--- src/design/tx_flags_pkg.sv ---
// Constants, register map and types for the transmit FIFO status block
package tx_flags_pkg;

	// Register byte offsets on the Avalon bus
	localparam int            ADDR_W         = 8;
	localparam logic [7:0]    OFF_FLAGS      = 8'h04;
	localparam logic [7:0]    OFF_CTRL       = 8'h08;
	localparam logic [7:0]    OFF_IRQ_STAT   = 8'h0c;
	localparam logic [7:0]    OFF_IRQ_MASK   = 8'h10;

	// Transmit flag register layout
	localparam logic [7:0]    FLAGS_RESET    = 8'h08;
	localparam int            FLG_INDEX_HI   = 7;
	localparam int            FLG_INDEX_LO   = 6;
	localparam int            FLG_RSVD_HI    = 5;
	localparam int            FLG_RSVD_LO    = 4;
	localparam int            FLG_EMPTY      = 3;
	localparam int            FLG_FULL       = 2;
	localparam int            FLG_UNDERRUN   = 1;
	localparam int            FLG_OVERRUN    = 0;
	localparam logic [1:0]    INDEX_BOTH     = 2'h3;

	// Control register layout
	localparam int            CTL_FEATURE    = 0;
	localparam int            CTL_ISO        = 1;
	localparam int            CTL_CLEAR      = 2;
	localparam int            CTL_SIZE_LO    = 16;
	localparam int            SIZE_W         = 11;
	localparam logic [10:0]   SIZE_RESET     = 11'h040;

	// Interrupt status and mask layout
	localparam int            IRQ_W          = 3;
	localparam int            IRQ_OVERRUN    = 0;
	localparam int            IRQ_SET_DONE   = 1;
	localparam int            IRQ_DISCARD    = 2;
	localparam logic [2:0]    IRQ_RESET      = 3'h0;

	// Number of data-set slots
	localparam int            SLOTS          = 2;

	// IN transaction handler states; one bit flips per step except WAIT to IDLE, which flips both
	typedef enum logic [1:0] {
		IN_IDLE  = 2'b00,
		IN_REPLY = 2'b01,
		IN_WAIT  = 2'b11
	} in_state_e;

endpackage

--- src/design/fill_if.sv ---
// Carrier between the flag block and its byte fill counter
`timescale 1ns/1ps
interface fill_if;
	import tx_flags_pkg::*;
	logic              byte_write;
	logic              restart;
	logic [SIZE_W-1:0] fifo_size;
	logic              empty;
	logic              full;

	modport ctl (output byte_write, output restart, output fifo_size, input empty, input full);
	modport cnt (input byte_write, input restart, input fifo_size, output empty, output full);
endinterface

--- src/design/fill_counter.sv ---
// Byte count of the data set currently being filled
`timescale 1ns/1ps
module fill_counter
	import tx_flags_pkg::*;
(
	input  wire logic ref_clk,
	input  wire logic rst_n,
	fill_if.cnt       port
);

	logic [SIZE_W-1:0] count;

	// Counts bytes; holds at the size so a full set never wraps
	always_ff @(posedge ref_clk) begin
		if (!rst_n) begin
			count <= '0;
		end else if (port.restart) begin
			count <= '0;
		end else if (port.byte_write && !port.full) begin
			count <= count + SIZE_W'(1);
		end
	end

	assign port.empty = (count == '0);
	assign port.full  = (count >= port.fifo_size);

endmodule

--- src/design/tx_fifo_flags.sv ---
// Transmit FIFO status flags with frame-aligned data-set visibility
//
// Behaviour
// - Index field bits 7:6 read only
// - Feature mode: new set visible at next SOF
// - Before SOF answer IN with zero-length packet
// - Late set gives zero-length packet that frame
// - Late set dropped at second SOF if newer set held
// - Bits 5:4 reserved, read zero
// - Empty flag high while current set unwritten
// - Empty flag updates immediately in all modes
// - Full flag set when count reaches size
// - Full flag clears when count below size
// - Iso: USB side changes now, firmware at SOF
// - Count write at index 11 sets overrun
`timescale 1ns/1ps
module tx_fifo_flags
	import tx_flags_pkg::*;
(
	input  wire logic              ref_clk,
	input  wire logic              rst_n,
	input  wire logic [ADDR_W-1:0] avs_address,
	input  wire logic              avs_read,
	input  wire logic              avs_write,
	input  wire logic [31:0]       avs_writedata,
	output logic [31:0]            avs_readdata,
	output logic                   avs_waitrequest,
	input  wire logic              fifo_byte_write,
	input  wire logic              byte_count_write,
	input  wire logic              sof_pulse,
	input  wire logic              in_token,
	input  wire logic              usb_ack,
	input  wire logic              usb_abort,
	output logic                   in_reply,
	output logic                   in_reply_data,
	output logic                   in_reply_zlp,
	output logic                   in_reply_nak,
	output logic                   in_reply_slot,
	output logic [1:0]             tx_data_set_index,
	output logic                   irq
);

	fill_if fill ();

	fill_counter u_fill (
		.ref_clk (ref_clk),
		.rst_n   (rst_n),
		.port    (fill.cnt)
	);

	// Bus slave state
	logic              bus_ack;
	logic              wr_go;
	logic              rd_go;

	// Software controls and status
	logic              feature_enable;
	logic              iso_mode;
	logic              clear_strobe;
	logic [SIZE_W-1:0] fifo_size;
	logic [IRQ_W-1:0]  irq_stat;
	logic [IRQ_W-1:0]  irq_mask;
	logic [IRQ_W-1:0]  irq_event;
	logic [IRQ_W-1:0]  irq_clear;
	logic              tx_overrun_flag;
	logic              tx_underrun_flag;

	// Data-set slots
	logic [SLOTS-1:0]  present;
	logic [SLOTS-1:0]  visible;
	logic [SLOTS-1:0]  late;
	logic [SLOTS-1:0]  release_pend;
	logic [SLOTS-1:0]  discard_hit;
	logic              wr_slot;
	logic              rd_slot;
	logic              frame_missed;

	// Events
	logic              count_ok;
	logic              overrun_evt;
	logic              ack_data;
	logic              rd_ready;
	logic              reply_is_data;
	logic              reply_slot_q;
	logic [7:0]        tx_flags_view;

	in_state_e         in_state;
	in_state_e         next_in_state;

	// Avalon-MM slave: one wait cycle, then the access completes
	assign avs_waitrequest = (avs_read || avs_write) && !bus_ack;
	assign wr_go           = avs_write && bus_ack;
	assign rd_go           = avs_read && bus_ack;

	always_ff @(posedge ref_clk) begin
		if (!rst_n) begin
			bus_ack <= 1'b0;
		end else begin
			bus_ack <= (avs_read || avs_write) && !bus_ack;
		end
	end

	// Flag register view
	assign tx_data_set_index = present;
	always_comb begin
		tx_flags_view                            = '0;
		tx_flags_view[FLG_INDEX_HI:FLG_INDEX_LO] = present;
		tx_flags_view[FLG_EMPTY]                 = fill.empty;
		tx_flags_view[FLG_FULL]                  = fill.full;
		tx_flags_view[FLG_UNDERRUN]              = tx_underrun_flag;
		tx_flags_view[FLG_OVERRUN]               = tx_overrun_flag;
	end

	// Read data registered in the wait cycle; unmapped reads give zero
	always_ff @(posedge ref_clk) begin
		if (!rst_n) begin
			avs_readdata <= '0;
		end else if (avs_read && !bus_ack) begin
			case (avs_address)
				OFF_FLAGS: begin
					avs_readdata <= {24'h000000, tx_flags_view};
				end
				OFF_CTRL: begin
					avs_readdata <= '0;
					avs_readdata[CTL_FEATURE] <= feature_enable;
					avs_readdata[CTL_ISO] <= iso_mode;
					avs_readdata[CTL_SIZE_LO +: SIZE_W] <= fifo_size;
				end
				OFF_IRQ_STAT: begin
					avs_readdata <= {{(32-IRQ_W){1'b0}}, irq_stat};
				end
				OFF_IRQ_MASK: begin
					avs_readdata <= {{(32-IRQ_W){1'b0}}, irq_mask};
				end
				default: begin
					avs_readdata <= '0;
				end
			endcase
		end
	end

	// Control register; the flag register ignores writes
	always_ff @(posedge ref_clk) begin
		if (!rst_n) begin
			feature_enable <= 1'b0;
			iso_mode       <= 1'b0;
			fifo_size      <= SIZE_RESET;
		end else if (wr_go && avs_address == OFF_CTRL) begin
			feature_enable <= avs_writedata[CTL_FEATURE];
			iso_mode       <= avs_writedata[CTL_ISO];
			fifo_size      <= avs_writedata[CTL_SIZE_LO +: SIZE_W];
		end
	end

	assign clear_strobe = wr_go && avs_address == OFF_CTRL && avs_writedata[CTL_CLEAR];

	always_ff @(posedge ref_clk) begin
		if (!rst_n) begin
			irq_mask <= IRQ_RESET;
		end else if (wr_go && avs_address == OFF_IRQ_MASK) begin
			irq_mask <= avs_writedata[IRQ_W-1:0];
		end
	end

	// Sticky status, write one to clear, set wins
	assign irq_clear = (wr_go && avs_address == OFF_IRQ_STAT) ? avs_writedata[IRQ_W-1:0] : '0;
	always_comb begin
		irq_event               = '0;
		irq_event[IRQ_OVERRUN]  = overrun_evt;
		irq_event[IRQ_SET_DONE] = count_ok;
		irq_event[IRQ_DISCARD]  = |discard_hit;
	end

	always_ff @(posedge ref_clk) begin
		if (!rst_n) begin
			irq_stat <= IRQ_RESET;
		end else begin
			irq_stat <= (irq_stat & ~irq_clear) | irq_event;
		end
	end

	assign irq = |(irq_stat & irq_mask);

	// Fill counter hookup
	assign fill.byte_write = fifo_byte_write;
	assign fill.restart    = count_ok || clear_strobe;
	assign fill.fifo_size  = fifo_size;

	// Set completion; refused while both sets are held
	assign count_ok    = byte_count_write && present != INDEX_BOTH;
	assign overrun_evt = (byte_count_write && present == INDEX_BOTH)
		|| (fifo_byte_write && fill.full);

	// Overrun flag, cleared by control strobe, set wins
	always_ff @(posedge ref_clk) begin
		if (!rst_n) begin
			tx_overrun_flag <= 1'b0;
		end else if (overrun_evt) begin
			tx_overrun_flag <= 1'b1;
		end else if (clear_strobe) begin
			tx_overrun_flag <= 1'b0;
		end
	end

	// Underrun is handled elsewhere; this bit stays clear here
	always_ff @(posedge ref_clk) begin
		if (!rst_n) begin
			tx_underrun_flag <= 1'b0;
		end else begin
			tx_underrun_flag <= 1'b0;
		end
	end

	// Per-slot state
	genvar gi;
	generate
		for (gi = 0; gi < SLOTS; gi++) begin : g_slot
			logic set_here;
			logic rel_here;
			assign set_here = count_ok && (wr_slot == 1'(gi));
			assign rel_here = ack_data && (reply_slot_q == 1'(gi));
			// Late set dropped at an SOF once visible with a newer set behind it
			assign discard_hit[gi] = sof_pulse && late[gi] && visible[gi] && present[gi]
				&& present[SLOTS-1-gi] && !release_pend[gi];

			always_ff @(posedge ref_clk) begin
				if (!rst_n || clear_strobe) begin
					present[gi] <= 1'b0;
				end else if (set_here) begin
					present[gi] <= 1'b1;
				end else if (discard_hit[gi]) begin
					present[gi] <= 1'b0;
				end else if (rel_here && !iso_mode) begin
					present[gi] <= 1'b0;
				end else if (sof_pulse && release_pend[gi]) begin
					present[gi] <= 1'b0;
				end
			end

			always_ff @(posedge ref_clk) begin
				if (!rst_n || clear_strobe) begin
					visible[gi] <= 1'b0;
				end else if (set_here) begin
					visible[gi] <= !feature_enable;
				end else if (!present[gi]) begin
					visible[gi] <= 1'b0;
				end else if (sof_pulse) begin
					visible[gi] <= 1'b1;
				end
			end

			always_ff @(posedge ref_clk) begin
				if (!rst_n || clear_strobe) begin
					late[gi] <= 1'b0;
				end else if (set_here) begin
					late[gi] <= feature_enable && frame_missed;
				end else if (!present[gi]) begin
					late[gi] <= 1'b0;
				end
			end

			always_ff @(posedge ref_clk) begin
				if (!rst_n || clear_strobe) begin
					release_pend[gi] <= 1'b0;
				end else if (rel_here && iso_mode) begin
					release_pend[gi] <= 1'b1;
				end else if (sof_pulse) begin
					release_pend[gi] <= 1'b0;
				end
			end
		end
	endgenerate

	// Frame got no data at its SOF; a set finished now is late
	always_ff @(posedge ref_clk) begin
		if (!rst_n) begin
			frame_missed <= 1'b0;
		end else if (sof_pulse) begin
			frame_missed <= !(|(present & ~release_pend));
		end else if (count_ok) begin
			frame_missed <= 1'b0;
		end
	end

	// Slot pointers
	always_ff @(posedge ref_clk) begin
		if (!rst_n || clear_strobe) begin
			wr_slot <= 1'b0;
		end else if (count_ok) begin
			wr_slot <= !wr_slot;
		end
	end

	always_ff @(posedge ref_clk) begin
		if (!rst_n || clear_strobe) begin
			rd_slot <= 1'b0;
		end else if (ack_data || discard_hit[rd_slot]) begin
			rd_slot <= !rd_slot;
		end
	end

	// Oldest set ready for the host
	assign rd_ready = present[rd_slot] && visible[rd_slot] && !release_pend[rd_slot];

	// IN transaction handler
	always_comb begin
		next_in_state = in_state;
		case (in_state)
			IN_IDLE: begin
				if (in_token) begin
					next_in_state = IN_REPLY;
				end
			end
			IN_REPLY: begin
				next_in_state = reply_is_data ? IN_WAIT : IN_IDLE;
			end
			IN_WAIT: begin
				if (usb_ack || usb_abort) begin
					next_in_state = IN_IDLE;
				end
			end
			default: begin
				next_in_state = IN_IDLE;
			end
		endcase
	end

	always_ff @(posedge ref_clk) begin
		if (!rst_n) begin
			in_state <= IN_IDLE;
		end else begin
			in_state <= next_in_state;
		end
	end

	assign ack_data = in_state == IN_WAIT && usb_ack;

	// Reply decision taken as the token arrives
	always_ff @(posedge ref_clk) begin
		if (!rst_n) begin
			in_reply      <= 1'b0;
			in_reply_data <= 1'b0;
			in_reply_zlp  <= 1'b0;
			in_reply_nak  <= 1'b0;
			in_reply_slot <= 1'b0;
			reply_is_data <= 1'b0;
			reply_slot_q  <= 1'b0;
		end else if (in_state == IN_IDLE && in_token) begin
			in_reply      <= 1'b1;
			in_reply_data <= rd_ready && !tx_overrun_flag;
			in_reply_zlp  <= !rd_ready && (feature_enable || iso_mode) && !tx_overrun_flag;
			in_reply_nak  <= !rd_ready && !(feature_enable || iso_mode) || tx_overrun_flag;
			in_reply_slot <= rd_slot;
			reply_is_data <= rd_ready && !tx_overrun_flag;
			reply_slot_q  <= rd_slot;
		end else begin
			in_reply      <= 1'b0;
			in_reply_data <= 1'b0;
			in_reply_zlp  <= 1'b0;
			in_reply_nak  <= 1'b0;
		end
	end

endmodule

--- config.mk ---
export PLATFORM = sky130hd
export DESIGN_NAME = tx_fifo_flags
export DESIGN_NICKNAME = d
export VERILOG_FILES = /design/src/design/tx_flags_pkg.sv /design/src/design/fill_if.sv /design/src/design/fill_counter.sv /design/src/design/tx_fifo_flags.sv
export SDC_FILE = /design/constraint.sdc
export NUM_CORES = 1
export LEC_CHECK = 0
export ABC_AREA = 0
export BUFFER_PORTS_ARGS = -buffer_cell sky130_fd_sc_hd__buf_2
export CORE_ASPECT_RATIO = 1.75
export CORE_UTILIZATION = 53
export DETAILED_ROUTE_END_ITERATION = 8
export HOLD_SLACK_MARGIN = 0.03
export PLACE_DENSITY = 0.78
export SLEW_MARGIN = 15
export SYNTH_ARGS = -nofsm -noshare
export SYNTH_HDL_FRONTEND = slang
export SYNTH_SLANG_ARGS = --single-unit
export TNS_END_PERCENT = 30
--- constraint.sdc ---
create_clock -name ref_clk -period 2.6 [get_ports ref_clk]
set_input_delay 0.52 -clock ref_clk [delete_from_list [all_inputs] [get_ports ref_clk]]
set_output_delay 0.52 -clock ref_clk [all_outputs]
set_load 0.02 [all_outputs]
==> results.json <==
{
  "status": "completed",
  "tightest_slew_ps": 563,
  "synthDistinctLibCells": 55,
  "max_cap_violations": 0,
  "cts_buffers": 9,
  "period_share_pct": 88.8,
  "relSlewSlack_pct": 62.5,
  "synthTopCellsByArea": "dfxtp_1 40%, mux2i_1 7.4%, nor2_1 5.2%",
  "r2r_slack_ps": 290,
  "cp.required_ps": 2880,
  "layoutNonFillerInstCount": 537,
  "drtIter0Drc": 222,
  "drt-total-wl_microns": 8120,
  "grt_pass1_vias": 2916,
  "grt-ovfl-total": 0,
  "power_frac_seq_pct": 51.6,
  "multiInputGateArea_sq_mm": 0.00181,
  "yosysSeqAreaShare_pct": 40.2,
  "viasPerCell": 5.61,
  "p_total_uw": 2070,
  "regArea_sq_mm": 0.00136,
  "clk_latency_ps": 360,
  "ioPinCount": 91,
  "stdcell_area_sq_mm": 0.00388,
  "yosysMostFrequentCell": "dfxtp_1",
  "hold_start": "avs_writedata[22]",
  "leakage_uw": 0.00158,
  "cts_setup_buffers": 0,
  "fillers": 559,
  "clockRootBuffer": "clkbuf_8",
  "finClkSkew_ps": 6.60,
  "area_delta_synth_final_pct": 14.5,
  "yosys_warnings": 0,
  "dp_cells": 521,
  "post_drt_wl_per_cell_microns": 15.1,
  "synth_edf_count": 0,
  "route.vias.total": 3011,
  "cts_tree": "done",
  "swShare_pct": 25.3,
  "power.share.clock_pct": 39.9,
  "ff2ff_path_depth": 7,
  "p_comb_share_pct": 8.5,
  "postRouteAntennaNets": 0,
  "synth_common_cells": "68 x dfxtp_1, 47 x nor2_1, 37 x nand2_1",
  "initial_core_util_pct": 54.8,
  "grt_pass1_wl_microns": 13200,
  "setup_viol": 0,
  "timing.rr.end": "u_fill.count[3]$_SDFFE_PP0P_",
  "diodes": 0,
  "final_nets": 515,
  "netlist.area_leader.share_pct": 40.2,
  "ys.flop_type": "dfxtp_1",
  "ctsHoldBuffers": 0,
  "ys_seq_elements": 68,
  "dp_hpwl_microns": 6100,
  "min_period_ps": 2310,
  "fmax_mhz": 433,
  "rsz0062_at_grt": "false",
  "grt_usage_pct": 25.7,
  "post_dp_cell_area_sq_mm": 0.00370,
  "portBuffers": 57,
  "setup_tns_ps": 0,
  "dp_worst_setup_slack_ps": 297,
  "final_max_slew_viol_count": 0,
  "rows": 38,
  "drc": 0,
  "clkSlewWorstSetupHoldPaths_ps": 70,
  "critPathKind": "register to register",
  "r2r_start": "fifo_size[9]$_SDFFE_PN0P_",
  "async_flop_share_pct": 0,
  "hold_path_depth": 3,
  "power.density_mw_per_mm2": 535,
  "clk_path_buf_depth": 2,
  "critPathLaunchType": "register",
  "die-height_microns": 108,
  "peakVddDrop_uv": 364,
  "grt_max_degree": 34,
  "internal_power_uw": 1550,
  "arrival_ps": 2590,
  "antenna_found_initial": 0,
  "place_congestion": 0.866,
  "dieWidth_microns": 62.5,
  "worst_slack_ps": 291,
  "cts.sinks": 68,
  "die_area_sq_mm": 0.00673,
  "dr.pass1.iters": 5,
  "switchingPower_uw": 524,
  "cts_resized": 0,
  "end_kind": "register",
  "hp-class": "input pin to register",
  "synth_area_sq_mm": 0.00339,
  "layout-drive-gt1-share_pct": 19.0,
  "syn_area_per_cell_sq_um": 8.58,
  "core_area_sq_mm": 0.00618,
  "yosysTopAreaCell": "dfxtp_1",
  "syn_inst": 395,
  "final_hold_viol_count": 0,
  "holdPathEnd": "fifo_size[6]$_SDFFE_PN1P_",
  "h-tree-depth": 3,
  "worstPathMaxFanout": 14
}
registers in the layout, summed over array words and instances (netlist names), 2 cells and up:
register / flops
avs_readdata: 17
fifo_size: 11
u_fill.count: 11
irq_mask: 3
irq_stat: 3
in_state: 2
late: 2
release_pend: 2
tx_data_set_index: 2
visible: 2
cells in the final DEF, fill, tap and decap left out, drive strengths merged, types with 3 or more instances in the layout:
cell     n
buf     65
nand4    4
mux2i   25
a32oi    3
o21ai    7
a31oi    3
nand3   19
conb    15
or4      5
a22oi   13
nand2   37
o31ai    5
a21oi   27
inv     22
nor4     9
dfxtp   68
clkbuf  11
nor2    47
clkinv   3
or3      9
ha      13
nor3     6
nor2b    3
o211ai   3
nand3b   3
final cells by class:
cell class,instances,share of cell area [%]
multi-input combinational,286,46.6
sequential,68,35.1
timing repair buffer,65,8.90
clock buffer,11,3.39
tap,80,2.58
inverter,22,2.13
clock inverter,5,1.35
how the worst max path moves through the flow:
stage	endpoint	cells after the start	startpoint	slack (ps)
floorplan	fifo_size[0]$_SDFFE_PN0P_	5	avs_address[0]	480
global placement	u_fill.count[6]$_SDFFE_PP0P_	6	avs_address[0]	330
detailed placement	u_fill.count[8]$_SDFFE_PP0P_	6	avs_address[0]	300
CTS	u_fill.count[3]$_SDFFE_PP0P_	7	fifo_size[9]$_SDFFE_PN0P_	300
global route	u_fill.count[3]$_SDFFE_PP0P_	7	fifo_size[6]$_SDFFE_PN1P_	70
finish	u_fill.count[3]$_SDFFE_PP0P_	7	fifo_size[9]$_SDFFE_PN0P_	290
per-layer routing:
| metal | wire length [microns] | vias up | GRT usage [%] |
|---|---|---|---|
| met5 | 0 | - | 0 |
| met4 | 228 | 0 | 13.3 |
| met3 | 315 | 18 | 6.46 |
| met2 | 4510 | 82 | 48.4 |
| met1 | 3070 | 1424 | 25.4 |
| li1 | - | 1487 | - |
metrics by stage:
step                hold WS (ps)  utilization, %
floorplan                    448               -
global placement             458            59.8
detailed placement           464            59.8
CTS                          373            62.8
global route                 384            62.8
finish                       392            62.8
kinds of logic (layout without fill, tap and decap cells):
family                   Yosys count  after routing  synth area share [%]
adder cells (fa/ha/maj)           13             13                  4.80
XOR/XNOR                           1              1                 0.258
other                              1             15                 0.111
flip-flops                        68             68                  40.2
buffers and inverters             55            103                  8.08
multiplexers                      25             25                  7.38
AO/OA/AOI/OAI                     72             72                  14.1
AND/OR/NAND/NOR                  160            160                  25.1
worst max-delay path, cell delays in order, from the launching register on:
cell and delay (ps):
dfxtp_1 370, inv_1 60, ha_1 300, a21o_1 180
a21o_1 210, a211o_1 440, or4_1 510, a21oi_1 150
power groups by stage:
stage	combinational [uW]	sequential (uW)	clock [uW]
floorplan	126	1100	0
global placement	171	1090	0
detailed placement	174	1090	0
CTS	175	1070	853
global route	191	1070	898
finish	175	1070	828
Note: power is estimated with default switching activity, not from simulation.
